**src/pswr_pkg.sv**
```systemverilog
// Constants, register map and state type for the power state and reset controller
package pswr_pkg;
    localparam int CLK_MHZ = 200;
    localparam int POR_DONE_US = 2326;
    localparam int POR_CYCLES = POR_DONE_US * CLK_MHZ;
    localparam int SOFT_RST_CYCLES = 16;
    localparam int NUM_PINS = 18;
    localparam int SHELF_PIN_A = 14;
    localparam int SHELF_PIN_B = 17;
    localparam int NUM_BLK = 8;
    // Wake enable / source bit positions
    localparam int WK_SLEEP_TMR = 0;
    localparam int WK_CMP_ONE = 1;
    localparam int WK_CMP_TWO = 2;
    localparam int WK_RTC = 3;
    localparam int WK_RTC_SEC = 4;
    localparam int WK_PIN0 = 5;
    localparam int WAKE_W = WK_PIN0 + NUM_PINS;
    // Register byte offsets
    localparam logic [7:0] REG_CMD = 8'h00;
    localparam logic [7:0] REG_CFG = 8'h04;
    localparam logic [7:0] REG_WAKE_EN = 8'h08;
    localparam logic [7:0] REG_STATUS = 8'h0c;
    localparam logic [7:0] REG_CAUSE = 8'h10;
    localparam logic [7:0] REG_SOFT = 8'h14;
    localparam logic [7:0] REG_BLK = 8'h18;
    localparam logic [7:0] REG_SLEEP_TMR = 8'h1c;
    // Field positions
    localparam int CFG_XTAL_WAIT = 0;
    localparam int CFG_HCLK_RO = 1;
    localparam int SOFT_SYS = 0;
    localparam int ST_XTAL = 3;
    localparam int ST_MCUCLK = 4;
    localparam int ST_POR = 5;
    localparam int CAUSE_POR = 0;
    localparam int CAUSE_PIN = 1;
    localparam int CAUSE_BROWN = 2;
    localparam int CAUSE_SOFT = 3;
    localparam int CAUSE_WDT = 4;
    localparam int CAUSE_W = 5;
    localparam logic [1:0] RESP_OKAY = 2'h0;
    localparam logic [1:0] RESP_SLVERR = 2'h2;
    // Gray codes along ramp -> active -> sleep -> power-down -> deep -> shelf
    typedef enum logic [2:0] {
        PS_RAMP = 3'h0,
        PS_ACTIVE = 3'h1,
        PS_SLEEP = 3'h3,
        PS_PDOWN = 3'h2,
        PS_DPDOWN = 3'h6,
        PS_SHELF = 3'h7,
        PS_RADIO = 3'h5
    } pswr_state_t;
endpackage

```
**src/pswr_rstgen.sv**
```systemverilog
// Reset combiner: power-on hold, soft/watchdog reset stretch and cause record
`timescale 1ns/1ps
module pswr_rstgen
    import pswr_pkg::*;
#(
    parameter int POR_WAIT = POR_CYCLES
)(
    input wire logic clock,                  // 200 MHz clock
    input wire logic srst,                   // Block reset
    input wire logic glob,                   // Any global reset source
    input wire logic por_low,                // Power-on reset seen
    input wire logic pin_low,                // Reset pin seen
    input wire logic brown_high,             // Brown-out seen
    input wire logic wdt,                    // Watchdog expiry
    input wire logic sw_sys,                 // Soft reset pulse
    input wire logic clk_ready,              // Main clock ready
    input wire logic sup_ready,              // Digital supply ready
    input wire logic [CAUSE_W-1:0] cause_clr, // Write-one-to-clear
    output logic por_hold,                   // Internal power-on reset
    output logic sys_rst,                    // Reset to digital logic
    output logic [CAUSE_W-1:0] cause         // Last reset cause
);
    localparam int PW = $clog2(POR_WAIT + 1);
    localparam int SW = $clog2(SOFT_RST_CYCLES + 1);
    localparam logic [PW-1:0] POR_LAST = PW'(POR_WAIT);

    if (POR_WAIT < 1)
    begin : g_chk
        $error("POR_WAIT must be at least one cycle");
    end

    logic [PW-1:0] por_cnt;
    logic [SW-1:0] soft_cnt;
    logic por_done;
    logic soft_hit;
    logic [CAUSE_W-1:0] cause_set;

    assign por_done = (por_cnt == POR_LAST) && clk_ready && sup_ready;
    assign soft_hit = sw_sys || wdt;
    assign cause_set = {wdt, sw_sys, brown_high, pin_low, por_low};

    // Global sources clear the whole generator; only the cause survives
    always_ff @(posedge clock)
    begin
        if (glob)
        begin
            por_cnt <= '0;
            por_hold <= 1'b1;
        end
        else
        begin
            if (por_cnt != POR_LAST)
            begin
                por_cnt <= por_cnt + PW'(1);
            end
            por_hold <= !por_done;
        end
    end

    always_ff @(posedge clock)
    begin
        if (glob)
        begin
            soft_cnt <= '0;
            sys_rst <= 1'b1;
        end
        else
        begin
            if (soft_hit)
            begin
                soft_cnt <= SW'(SOFT_RST_CYCLES);
            end
            else if (soft_cnt != '0)
            begin
                soft_cnt <= soft_cnt - SW'(1);
            end
            sys_rst <= soft_hit || (soft_cnt > SW'(1)) || !por_done;
        end
    end

    // Set beats clear so a reset in the clearing cycle is still recorded
    always_ff @(posedge clock)
    begin
        if (srst)
        begin
            cause <= '0;
        end
        else
        begin
            cause <= (cause & ~cause_clr) | cause_set;
        end
    end
endmodule

```
**src/pswr_top.sv**
```systemverilog
// Power state controller, wakeup logic and reset control with AXI4-Lite registers
//
// Overview of operation
// - From active, software picks the next state
// - Interrupt or sleep timer wakes sleep and power-down
// - Deep power-down wake forces ramp, supplies on
// - Supply and oscillator ready enter active
// - Crystal powered during every wakeup
// - Optional hold of MCU clock for crystal
// - Sleep timer expiry raises wake event
// - Timer, comparators, pins, RTC wake the system
// - Shelf wakes only on two pins, low
// - Global resets clear everything except the reset cause
// - Power-on low, pin low, brown-out high
// - Soft reset spares the reset generator
// - Separate soft reset per block and MCU
// - Last reset cause readable by software
// - Power-on reset held until clock, supply ready
// - Power-on reset lasts its guaranteed interval
// - Fast clock is 62.4 or 48 MHz
// - Power-down keeps slow clock, stops fast
// - Reset pin and shelf pins leave shelf
//
// The AXI4-Lite slave port and the placing of the registers were left to the implementer.
`timescale 1ns/1ps
module pswr_top
    import pswr_pkg::*;
#(
    parameter int ADDR_W = 8,
    parameter int POR_WAIT = POR_CYCLES
)(
    input wire logic clock,                      // 200 MHz clock
    input wire logic srst,                       // Sync reset, active high
    input wire logic [ADDR_W-1:0] s_axi_awaddr,  // Write address
    input wire logic s_axi_awvalid,              // Write address valid
    output logic s_axi_awready,                  // Write address ready
    input wire logic [31:0] s_axi_wdata,         // Write data
    input wire logic [3:0] s_axi_wstrb,          // Write strobes
    input wire logic s_axi_wvalid,               // Write data valid
    output logic s_axi_wready,                   // Write data ready
    output logic [1:0] s_axi_bresp,              // Write response
    output logic s_axi_bvalid,                   // Write response valid
    input wire logic s_axi_bready,               // Write response ready
    input wire logic [ADDR_W-1:0] s_axi_araddr,  // Read address
    input wire logic s_axi_arvalid,              // Read address valid
    output logic s_axi_arready,                  // Read address ready
    output logic [31:0] s_axi_rdata,             // Read data
    output logic [1:0] s_axi_rresp,              // Read response
    output logic s_axi_rvalid,                   // Read data valid
    input wire logic s_axi_rready,               // Read data ready
    input wire logic power_on_reset_n,           // Power-on reset, low
    input wire logic reset_pin_n,                // Reset pin, low
    input wire logic brown_out_reset,            // Brown-out, high
    input wire logic watchdog_expired,           // Watchdog expiry pulse
    input wire logic main_clock_ready,           // Main clock ready
    input wire logic digital_supply_ready,       // Digital supply ready
    input wire logic mcu_supply_ready,           // MCU supply ready
    input wire logic ring_osc_ready,             // 48 MHz oscillator ready
    input wire logic xtal_ready,                 // 38.4 MHz crystal ready
    input wire logic [NUM_PINS-1:0] wake_pin,    // Wake pins, high wakes
    input wire logic comparator_one_wake,        // Comparator one event
    input wire logic comparator_two_wake,        // Comparator two event
    input wire logic rtc_match_wake,             // RTC match event
    input wire logic rtc_second_wake,            // RTC per-second event
    input wire logic ext_irq_wake,               // Interrupt controller wake
    input wire logic lf_tick,                    // Slow clock tick
    output logic [2:0] power_state,              // Current power state
    output logic radio_enable,                   // Radio on
    output logic mcu_supply_enable,              // MCU supply on
    output logic ring_osc_enable,                // 48 MHz oscillator on
    output logic xtal_enable,                    // Crystal on
    output logic hclk_enable,                    // Fast clock running
    output logic hclk_from_pll,                  // 1: 62.4 MHz, 0: 48 MHz
    output logic lfclk_enable,                   // 32 kHz clock on
    output logic mcu_clock_enable,               // MCU clock gate open
    output logic system_reset,                   // Digital reset, high
    output logic [NUM_BLK-1:0] block_reset,      // Bit 0 MCU, others blocks
    output logic por_active                      // Internal power-on reset
);
    if (ADDR_W < 5)
    begin : g_chk
        $error("ADDR_W too small for the register map");
    end

    pswr_state_t state;
    pswr_state_t next_state;
    logic glob;
    logic sys_rst;
    logic por_hold;
    logic [CAUSE_W-1:0] cause;
    logic [CFG_HCLK_RO:0] cfg;
    logic [WAKE_W-1:0] wake_en;
    logic [NUM_BLK-1:0] blk_soft;
    logic [31:0] st_cnt;
    logic [ADDR_W-1:0] aw_a;
    logic [ADDR_W-1:0] ar_a;
    logic [31:0] w_d;
    logic [3:0] w_s;

    assign glob = srst || !power_on_reset_n || !reset_pin_n || brown_out_reset;

    // Write channel: address and data taken independently, applied together
    logic do_wr;
    logic [31:0] wmask;
    logic wr_cmd;
    logic wr_cfg;
    logic wr_wen;
    logic wr_cause;
    logic wr_soft;
    logic wr_blk;
    logic wr_st;
    logic wr_hit;
    assign do_wr = !s_axi_awready && !s_axi_wready && !s_axi_bvalid;
    assign wmask = {{8{w_s[3]}}, {8{w_s[2]}}, {8{w_s[1]}}, {8{w_s[0]}}};
    assign wr_cmd = do_wr && (aw_a == ADDR_W'(REG_CMD));
    assign wr_cfg = do_wr && (aw_a == ADDR_W'(REG_CFG));
    assign wr_wen = do_wr && (aw_a == ADDR_W'(REG_WAKE_EN));
    assign wr_cause = do_wr && (aw_a == ADDR_W'(REG_CAUSE));
    assign wr_soft = do_wr && (aw_a == ADDR_W'(REG_SOFT));
    assign wr_blk = do_wr && (aw_a == ADDR_W'(REG_BLK));
    assign wr_st = do_wr && (aw_a == ADDR_W'(REG_SLEEP_TMR));
    assign wr_hit = (aw_a[1:0] == 2'h0) && (aw_a <= ADDR_W'(REG_SLEEP_TMR));

    logic [31:0] wv;
    logic sw_sys;
    logic [CAUSE_W-1:0] cause_clr;
    logic [2:0] cmd_tgt;
    logic cmd_go;
    assign wv = w_d & wmask;
    assign sw_sys = wr_soft && wv[SOFT_SYS];
    assign cause_clr = wr_cause ? wv[CAUSE_W-1:0] : '0;
    assign cmd_tgt = wv[2:0];
    assign cmd_go = wr_cmd && w_s[0];

    always_ff @(posedge clock)
    begin
        if (glob)
        begin
            s_axi_awready <= 1'b1;
            s_axi_wready <= 1'b1;
            s_axi_bvalid <= 1'b0;
            s_axi_bresp <= RESP_OKAY;
            aw_a <= '0;
            w_d <= '0;
            w_s <= '0;
        end
        else
        begin
            if (s_axi_awvalid && s_axi_awready)
            begin
                aw_a <= s_axi_awaddr;
                s_axi_awready <= 1'b0;
            end
            if (s_axi_wvalid && s_axi_wready)
            begin
                w_d <= s_axi_wdata;
                w_s <= s_axi_wstrb;
                s_axi_wready <= 1'b0;
            end
            if (do_wr)
            begin
                s_axi_bvalid <= 1'b1;
                s_axi_bresp <= wr_hit ? RESP_OKAY : RESP_SLVERR;
            end
            else if (s_axi_bvalid && s_axi_bready)
            begin
                s_axi_bvalid <= 1'b0;
                s_axi_awready <= 1'b1;
                s_axi_wready <= 1'b1;
            end
        end
    end

    // Software state
    always_ff @(posedge clock)
    begin
        if (glob)
        begin
            cfg <= '0;
            wake_en <= '0;
            blk_soft <= '0;
        end
        else
        begin
            if (wr_cfg)
                cfg <= (cfg & ~wmask[CFG_HCLK_RO:0]) | wv[CFG_HCLK_RO:0];
            if (wr_wen)
                wake_en <= (wake_en & ~wmask[WAKE_W-1:0]) | wv[WAKE_W-1:0];
            if (wr_blk)
                blk_soft <= (blk_soft & ~wmask[NUM_BLK-1:0]) | wv[NUM_BLK-1:0];
        end
    end

    // Sleep timer: loaded by software, counts slow ticks in sleep and power-down
    logic st_run;
    logic st_fire;
    assign st_run = (state == PS_SLEEP) || (state == PS_PDOWN);
    assign st_fire = st_run && lf_tick && (st_cnt == 32'h00000001);

    always_ff @(posedge clock)
    begin
        if (glob)
            st_cnt <= '0;
        else if (wr_st)
            st_cnt <= (st_cnt & ~wmask) | wv;
        else if (st_run && lf_tick && (st_cnt != '0))
            st_cnt <= st_cnt - 32'h00000001;
    end

    // Wake decode
    logic [WAKE_W-1:0] wake_src;
    logic wake_hit;
    logic shelf_hit;
    logic ramp_done;
    logic tgt_ok;
    assign wake_src = {wake_pin, rtc_second_wake, rtc_match_wake, comparator_two_wake,
        comparator_one_wake, st_fire};
    assign wake_hit = |(wake_src & wake_en);
    assign shelf_hit = !wake_pin[SHELF_PIN_A] || !wake_pin[SHELF_PIN_B];
    assign ramp_done = mcu_supply_ready && ring_osc_ready && !por_hold;
    assign tgt_ok = (cmd_tgt == PS_RADIO) || (cmd_tgt == PS_SLEEP) || (cmd_tgt == PS_PDOWN)
        || (cmd_tgt == PS_DPDOWN) || (cmd_tgt == PS_SHELF);

    always_comb
    begin
        next_state = state;
        case (state)
            PS_RAMP: next_state = ramp_done ? PS_ACTIVE : state;
            PS_ACTIVE: next_state = (cmd_go && tgt_ok) ? pswr_state_t'(cmd_tgt) : state;
            PS_RADIO: next_state = (cmd_go && (cmd_tgt == PS_ACTIVE)) ? PS_ACTIVE : state;
            PS_SLEEP: next_state = (wake_hit || ext_irq_wake) ? PS_ACTIVE : state;
            PS_PDOWN: next_state = (wake_hit || ext_irq_wake) ? PS_RAMP : state;
            PS_DPDOWN: next_state = wake_hit ? PS_RAMP : state;
            PS_SHELF: next_state = shelf_hit ? PS_RAMP : state;
            default: next_state = PS_RAMP;
        endcase
    end

    // Outputs follow the next state so they change with the state register
    logic n_run;
    logic n_ramp;
    logic n_lf;
    assign n_run = (next_state == PS_ACTIVE) || (next_state == PS_RADIO);
    assign n_ramp = next_state == PS_RAMP;
    assign n_lf = (next_state != PS_DPDOWN) && (next_state != PS_SHELF);

    always_ff @(posedge clock)
    begin
        if (glob)
        begin
            state <= PS_RAMP;
            power_state <= PS_RAMP;
            radio_enable <= 1'b0;
            mcu_supply_enable <= 1'b1;
            ring_osc_enable <= 1'b1;
            xtal_enable <= 1'b1;
            hclk_enable <= 1'b0;
            hclk_from_pll <= 1'b0;
            lfclk_enable <= 1'b1;
            mcu_clock_enable <= 1'b0;
        end
        else
        begin
            state <= next_state;
            power_state <= next_state;
            radio_enable <= next_state == PS_RADIO;
            mcu_supply_enable <= n_run || n_ramp || (next_state == PS_SLEEP);
            ring_osc_enable <= n_run || n_ramp || (next_state == PS_SLEEP);
            xtal_enable <= n_run || n_ramp || (next_state == PS_SLEEP);
            hclk_enable <= n_run || (next_state == PS_SLEEP);
            hclk_from_pll <= (next_state == PS_RADIO) || !cfg[CFG_HCLK_RO];
            lfclk_enable <= n_lf;
            // Gate stays shut until the crystal reports ready when asked to wait
            mcu_clock_enable <= n_run && (!cfg[CFG_XTAL_WAIT] || xtal_ready);
        end
    end

    for (genvar i = 0; i < NUM_BLK; i++)
    begin : g_blk
        always_ff @(posedge clock)
        begin
            if (glob)
            begin
                block_reset[i] <= 1'b1;
            end
            else
            begin
                block_reset[i] <= sys_rst || blk_soft[i];
            end
        end
    end

    pswr_rstgen #(
        .POR_WAIT(POR_WAIT)
    ) u_rstgen (
        .clock(clock),
        .srst(srst),
        .glob(glob),
        .por_low(!power_on_reset_n),
        .pin_low(!reset_pin_n),
        .brown_high(brown_out_reset),
        .wdt(watchdog_expired),
        .sw_sys(sw_sys),
        .clk_ready(main_clock_ready),
        .sup_ready(digital_supply_ready),
        .cause_clr(cause_clr),
        .por_hold(por_hold),
        .sys_rst(sys_rst),
        .cause(cause)
    );
    assign system_reset = sys_rst;
    assign por_active = por_hold;

    // Read channel
    logic do_rd;
    logic [31:0] rd_val;
    logic rd_hit;
    assign do_rd = !s_axi_arready && !s_axi_rvalid;
    assign rd_hit = (ar_a[1:0] == 2'h0) && (ar_a <= ADDR_W'(REG_SLEEP_TMR));

    always_comb
    begin
        rd_val = '0;
        case (ar_a)
            ADDR_W'(REG_CMD): rd_val = 32'(state);
            ADDR_W'(REG_CFG): rd_val = 32'(cfg);
            ADDR_W'(REG_WAKE_EN): rd_val = 32'(wake_en);
            ADDR_W'(REG_STATUS): rd_val = 32'({por_hold, mcu_clock_enable, xtal_ready, state});
            ADDR_W'(REG_CAUSE): rd_val = 32'(cause);
            ADDR_W'(REG_BLK): rd_val = 32'(blk_soft);
            ADDR_W'(REG_SLEEP_TMR): rd_val = st_cnt;
            default: rd_val = '0;
        endcase
    end

    always_ff @(posedge clock)
    begin
        if (glob)
        begin
            s_axi_arready <= 1'b1;
            s_axi_rvalid <= 1'b0;
            s_axi_rdata <= '0;
            s_axi_rresp <= RESP_OKAY;
            ar_a <= '0;
        end
        else
        begin
            if (s_axi_arvalid && s_axi_arready)
            begin
                ar_a <= s_axi_araddr;
                s_axi_arready <= 1'b0;
            end
            if (do_rd)
            begin
                s_axi_rvalid <= 1'b1;
                s_axi_rdata <= rd_val;
                s_axi_rresp <= rd_hit ? RESP_OKAY : RESP_SLVERR;
            end
            else if (s_axi_rvalid && s_axi_rready)
            begin
                s_axi_rvalid <= 1'b0;
                s_axi_arready <= 1'b1;
            end
        end
    end
endmodule

```
**config.mk**
```make
export PLATFORM = sky130hd
export DESIGN_NAME = pswr_top
export DESIGN_NICKNAME = d
export VERILOG_FILES = /design/src/pswr_pkg.sv /design/src/pswr_rstgen.sv /design/src/pswr_top.sv
export SDC_FILE = /design/constraint.sdc
export NUM_CORES = 1
export LEC_CHECK = 0
export ABC_AREA = 1
export BUFFER_PORTS_ARGS = -buffer_cell sky130_fd_sc_hd__buf_2
export CORE_AREA = 2 2 109 190
export DETAILED_ROUTE_END_ITERATION = 7
export DIE_AREA = 0 0 111 192
export GPL_TIMING_DRIVEN = 0
export PLACE_DENSITY = 0.7
export SETUP_SLACK_MARGIN = 0.2
export SLEW_MARGIN = 5
export SYNTH_ARGS = -nofsm -noshare
export SYNTH_HDL_FRONTEND = slang
export SYNTH_SLANG_ARGS = --single-unit
```
**constraint.sdc**
```tcl
create_clock -name clock -period 2.1 [get_ports clock]
set_input_delay 0.105 -clock clock [delete_from_list [all_inputs] [get_ports clock]]
set_output_delay 0.105 -clock clock [all_outputs]
set_load 0.1 [all_outputs]
```
==> impl_metrics.py, run 1 <==
metrics = {
    "outcome": {
        "outcome": "completed",
    },
    "sta": {
        "finalWorstPathRequiredPeriod_ns": 1.849,
        "timing.hold.ws_ns": 0.1547,
        "timing_hold_violations_final": 0,
        "max_freq_mhz": 540.7,
        "final-max-slew-violation-count": 0,
        "total_negative_slack_for_setup_checks_ns": 0,
        "period_share_pct": 88.07,
        "timing_worst_slew_pin_value_ns": 0.8361,
        "timing.max_slew.rel_slack_pct": 44.26,
        "fin_worst_skew_ns": 0.007537,
        "timing.final.setup_violations": 0,
        "rsz0062_at_grt": "true",
    },
    "floorplanning": {
        "initial_core_util_pct": 49.54,
        "die_area_um2": 21310,
        "floorplan.die.height_um": 192,
        "fp.dieW_um": 111,
        "floorplan.rows": 68,
        "ioPinCount": 154,
        "core_um2": 19650,
    },
    "power": {
        "power_frac_seq_pct": 50.2,
        "switching_fraction_pct": 23.53,
        "share_comb_of_total_power_pct": 5.5,
        "net_switching_power_mw": 1.834,
        "power.leakage_nw": 5.830,
        "max-vdd-ir-drop_v": 0.0006317,
        "cell_internal_pwr_mw": 5.958,
        "power_density_nw_per_um2": 621.4,
        "share_clk_of_total_power_pct": 44.3,
    },
    "global_route": {
        "grt_pass1_vias": 10330,
        "total_congestion_overflow_after_global_routing": 0,
        "grt_antenna_before_repair": 0,
        "grt_pass1_wl_um": 52830,
        "global_route_usage_over_all_layers_pct": 31.59,
        "maximum_number_of_pins_on_one_net_before_global_route_repair": 16,
    },
    "logic_synthesis": {
        "ys.warnings.count": 0,
        "synth-edff-count": 0,
        "netlist_area_um2": 9737,
        "syn_inst": 1452,
        "yosys_top_cell_by_area": "dfxtp_1",
        "yosys.cell_count.top_type": "nand2_1",
        "post_synth_xor_area_fraction_pct": 1.979,
        "synthArstFlopShare_pct": 0,
        "synth-compound-area-share_pct": 17.17,
        "post_synth.cell_area_avg_um2": 6.706,
        "synth_top_family_by_area": "simple AND/OR/NAND/NOR gates",
        "dominantRegCellSynth": "dfxtp_1",
        "synthSimpleGateAreaFrac_pct": 26.74,
        "yosys.area.top_type_share_pct": 41.94,
        "fraction_of_the_yosys_area_taken_by_sequential_cells_pct": 41.94,
        "ys_top_cells_by_count": "296 x nand2_1, 218 x nor2_1, 211 x inv_1",
        "flip_flop_and_latch_count_after_synthesis": 204,
        "post_synth_mux_area_share_pct": 0.1157,
        "synthDistinctLibCells": 42,
        "synth-adder-area-share_pct": 1.028,
        "synthTopCellsByArea": "dfxtp_1 42%, nand2_1 11%, nor2_1 8.4%",
    },
    "worst_setup_path": {
        "crit_type": "reg2reg",
        "reg_to_reg_slack_setup_ns": 0.25,
        "crit-reg2reg-capture": "u_rstgen.por_cnt[16]",
        "worst-path-max-fanout": 4,
        "cp.required_ns": 2.45,
        "reg2reg_from": "u_rstgen.por_cnt[0]",
        "r2r_cells": 10,
        "timing.critical_path.from": "u_rstgen.por_cnt[0]",
        "critPathArrivalTime_ns": 2.20,
        "critPathCaptureType": "flop",
        "critPathLaunchType": "flop",
    },
    "clocking": {
        "htree_num_levels": 1,
        "numCtsBuffers": 21,
        "clock-root-buffer": "clkbuf_16",
        "clk_pin_slew_ns": 0.06,
        "clock_insertion_delay_worst_skew_ns": 0.50,
        "clock_tree_from_tritoncts": "built",
        "clock_sinks": 204,
        "cts-root-to-sink-buffers": 3,
    },
    "final_layout": {
        "fill_cells": 1850,
        "num_antenna_cells": 0,
        "finalNetCount": 1811,
        "layout-drive-gt1-share_pct": 18.23,
        "area_growth_pct": 28.77,
    },
    "run": {
        "drv.max_cap_violation_count": 0,
    },
    "routing": {
        "detail_route.first_pass.iterations": 5,
        "drc": 0,
        "wl_um": 34650,
        "antenna_left": 0,
        "vias_per_cell": 5.360,
        "post_drt_wl_per_cell_um": 17.61,
        "detail_route.iter0.violations": 674,
        "via_count": 10540,
    },
    "min_path": {
        "hold_depth": 6,
        "worstHoldEndpoint": "state[1]",
        "worst_hold_path_class": "in2reg",
        "worst_hold_startpoint": "ext_irq_wake",
    },
    "placed_design": {
        "detailed_place_hpwl_um": 25980,
        "io_buffers": 151,
        "place.gp.congestion": 1.014,
    },
}
what timing repair did:
action	in CTS	in global routing
endpoints found under the setup margin	102	85
resized for setup	42	74
cloned	1	0
hold buffers	66	0
buffers inserted	5	12
pin swaps	4	13
hold endpoints to repair	66	0
power by group through the flow:
stage	logic [mW]	clock network, mW	registers (mW)
after CTS	0.418	3.49	3.91
after global routing	0.457	3.64	3.91
after detailed placement	0.317	0	3.99
after floorplan	0.135	0	4.00
after global placement	0.315	0	3.99
final	0.429	3.45	3.91
worst max path at each step:
stage                      endpoint  slack, ns
6_report       u_rstgen.por_cnt[16]       0.25
2_1_floorplan         hclk_from_pll       0.26
3_3_place_gp                   flop      -0.32
3_5_place_dp                   flop      -0.31
4_1_cts                        flop       0.17
5_1_grt                        flop       0.14
kinds of logic (layout without fill, tap and decap cells):
logic type / after synthesis / in the layout
buf+inv: 270 / 538
flops: 204 / 204
compound gates: 316 / 316
other cells: 1 / 2
mux: 1 / 1
fa+ha+maj: 8 / 8
simple gates: 630 / 631
xor+xnor: 22 / 22
per-stage QoR:
step	worst slack, ns	util (%)	cell area, um^2	instances	power [mW]
2_1_floorplan	0.2631	-	9751	1453	4.137
4_1_cts	0.1696	62.49	12280	1955	7.815
3_5_place_dp	-0.3058	55.02	10810	1849	4.312
6_report	0.2506	63.80	12540	1967	7.791
3_3_place_gp	-0.3228	55.02	10810	1849	4.309
5_1_grt	0.1386	63.80	12540	1967	8.004
cell usage in the layout, fill, tap and decap left out, types with 4 or more instances in the layout:
master,n
nand2_1,282
inv_1,207
dfxtp_1,196
nor2_1,195
buf_2,159
o21ai_0,138
a21oi_1,125
dlygate4sd3_1,66
nand3_1,36
clkbuf_1,24
o22ai_1,22
nor3_1,21
buf_4,21
clkbuf_16,21
nor2_4,19
xor2_1,19
nand4_1,19
nand2_2,16
nor2_2,12
buf_1,9
o21ai_1,9
a211oi_1,8
ha_1,8
dfxtp_2,8
buf_6,7
nor3_4,6
nand3_2,6
clkbuf_2,6
clkinv_2,5
inv_2,4
o21ai_2,4
or2_2,4
nand3b_1,4
critical path: stages, from the launching register on:
cell and delay (ns):
dfxtp_1 0.35, ha_1 0.18, nand2_1 0.05, inv_1 0.08, nand2_2 0.09, nor2_4 0.16, nand4_1 0.11, nand3b_1 0.29
buf_4 0.19, o21ai_1 0.11, a21oi_1 0.07
cell type report:
| cell class | count | area, um^2 | share of cell area [%] |
|---|---|---|---|
| clock buffer | 25 | 550.5 | 4.391 |
| timing repair buffer | 234 | 1551 | 12.37 |
| buffer | 57 | 299.0 | 2.385 |
| tap | 245 | 306.5 | 2.445 |
| inverter | 213 | 807.0 | 6.436 |
| clock inverter | 9 | 58.81 | 0.4690 |
| multi-input combinational | 980 | 4871 | 38.85 |
| sequential | 204 | 4094 | 32.65 |
per-layer routing:
layer	global-route usage (%)	wire (um)	part of all wire [%]
met1	31.10	12120	35
met4	19.71	2324	6.7
met2	61.85	18490	53
met3	3.913	1711	4.9
met5	0	0	0
Power figures use the tool's default switching activity.
==> run 2, diff against run 1 <==
Settings changed: GPL_TIMING_DRIVEN 0 to not set.
==> impl_metrics.py, run 2 (synthesis results as in run 1) <==
metrics = {
    "outcome": {
        "outcome": "completed",
    },
    "final_layout": {
        "mostFrequentLayoutCell": "nand2_1",
        "layout-drive-gt1-share_pct": 18.20,
        "fill_cells": 1783,
        "finalNetCount": 1785,
        "sequential_cell_area_um2": 4096,
        "layout.cells.most_common_list": "287 x nand2_1, 208 x inv_1, 195 x nor2_1",
        "area_growth_pct": 28.12,
        "multi_input_area_um2": 4785,
        "num_antenna_cells": 0,
    },
    "global_route": {
        "total_congestion_overflow_after_global_routing": 0,
        "global_route_usage_over_all_layers_pct": 28.04,
        "maximum_number_of_pins_on_one_net_before_global_route_repair": 59,
        "grt_antenna_before_repair": 0,
        "grt_pass1_wl_um": 48000,
        "grt_pass1_vias": 9827,
    },
    "worst_setup_path": {
        "critical-path-top-cell-by-count": "nand2_1",
        "crit_type": "reg2reg",
        "timing.critical_path.max_delay_family": "simple AND/OR/NAND/NOR gates",
        "worst-path-max-fanout": 7,
        "critPathLaunchType": "flop",
        "cp_cell_sequence": "nor2_4 > nand2_1 > nor2_2 > nand4_1 > o21ai_2 > nand2_4 > o21ai_4 > buf_6 > nand2_1 > nand2_1 > nor2_1",
        "timing.critical_path.slowest_cell_delay_ns": 0.37,
        "critPathCaptureType": "flop",
        "crit_slowest_cell": "dfxtp_1",
        "critPathArrivalTime_ns": 2.28,
        "critical_path.n_buffers_inverters": 1,
        "cp.required_ns": 2.51,
    },
    "power": {
        "max-vdd-ir-drop_v": 0.0005728,
        "power_density_nw_per_um2": 638.2,
        "power.leakage_nw": 5.853,
    },
    "routing": {
        "vias_per_cell": 5.261,
        "detail_route.first_pass.iterations": 5,
        "post_drt_wl_per_cell_um": 16.19,
        "via_count": 10220,
        "detail_route.iter0.violations": 498,
        "antenna_left": 0,
        "drc": 0,
        "wl_um": 31470,
    },
    "sta": {
        "fin_worst_skew_ns": 0.02819,
        "final-max-slew-violation-count": 0,
        "timing_worst_slew_pin_value_ns": 0.5998,
        "postLayoutSetupSlackWorst_ns": 0.2327,
        "timing_hold_violations_final": 0,
        "period_share_pct": 88.92,
        "timing.max_slew.rel_slack_pct": 60.02,
        "timing.final.setup_violations": 0,
        "total_negative_slack_for_setup_checks_ns": 0,
        "max_freq_mhz": 535.5,
        "rsz0062_at_grt": "true",
        "finalWorstPathRequiredPeriod_ns": 1.867,
    },
    "run": {
        "drv.max_cap_violation_count": 0,
    },
    "placed_design": {
        "io_buffers": 151,
        "place.gp.congestion": 0.9911,
        "dp_slack_ns": 0.1635,
        "detailed_place_hpwl_um": 22720,
    },
    "floorplanning": {
        "die_area_um2": 21310,
        "floorplan.rows": 68,
        "floorplan.die.height_um": 192,
        "ioPinCount": 154,
        "fp.dieW_um": 111,
        "initial_core_util_pct": 49.54,
        "core_um2": 19650,
    },
    "min_path": {
        "worst_hold_path_class": "in2reg",
    },
    "clocking": {
        "numCtsBuffers": 20,
        "htree_num_levels": 1,
        "clock-root-buffer": "clkbuf_16",
        "clock_insertion_delay_worst_skew_ns": 0.52,
        "clock_sinks": 204,
        "clock_tree_from_tritoncts": "built",
        "clk_pin_slew_ns": 0.07,
        "cts-root-to-sink-buffers": 3,
    },
}
[run 2: changes by cell type in the layout (fill, tap and decap cells not counted), moves of 6 or more]
cell      change
nor2_4       -12
o21ai_1       -6
nor2_2       +12
nand2_2       -7
clkbuf_1     -22
buf_1         -9
o21ai_0       +6
buf_2         -8
clkbuf_2      -6
buf_4        +21
[run 2: final cells by class]
type,instances,area share (%)
Inverter,213,6.439
Clock buffer,24,4.293
Tap cell,245,2.457
Sequential cell,204,32.84
Clock inverter,11,0.9930
Timing Repair Buffer,265,14.62
Multi-Input combinational cell,981,38.35
[run 2: worst register-to-register path: stages, from the launching register on]
cell and delay [ns]:
dfxtp_1 0.37, nor2_4 0.18, nand2_1 0.11, nor2_2 0.13, nand4_1 0.11, o21ai_2 0.27, nand2_4 0.16, o21ai_4 0.11
buf_6 0.16, nand2_1 0.06, nand2_1 0.06, nor2_1 0.04
[run 2: metal layers]
layer | part of all wire (%) | up-vias | global-route usage (%) | wire, um
li1 | - | 5100 | - | -
met1 | 36 | 4682 | 28.53 | 11280
met2 | 54 | 338 | 54.15 | 16950
met3 | 4.4 | 102 | 3.124 | 1390
met4 | 5.9 | 0 | 17.26 | 1845
met5 | 0 | - | 0 | 0
[run 2: repair_timing]
action	in CTS	in global routing
buffers inserted	0	11
pin swaps	0	11
gates cloned	0	3
gates resized for setup	1	59
hold buffers	67	0
endpoints found under the setup margin	4	60
endpoints found under the hold margin	65	0
[run 2: final timing paths]
kind	slack (ns)	from	depth (start not counted)	to
setup reg to reg	0.23	flop	11	flop
hold reg to reg	0.46	s_axi_rdata[17]	2	s_axi_rdata[17]
setup / recovery	0.23	flop	11	flop
hold / removal	0.11	ext_irq_wake	6	state[1]
[run 2: power by group]
part	switching [mW]	internal [mW]
Combinational	0.212	0.180
Clock	1.58	2.08
Sequential	0.0166	3.89
[run 2: metrics by stage]
step	cells	instance area (um^2)	util [%]	hold WS, ns	power [mW]
after floorplan	1453	9751	-	0.1741	4.137
after global placement	1827	10850	55.20	0.3019	4.285
after detailed placement	1827	10850	55.20	0.3016	4.287
after CTS	1929	12190	62.01	0.1233	7.990
after global routing	1943	12470	63.47	0.1775	8.207
final	1943	12470	63.47	0.1093	7.961
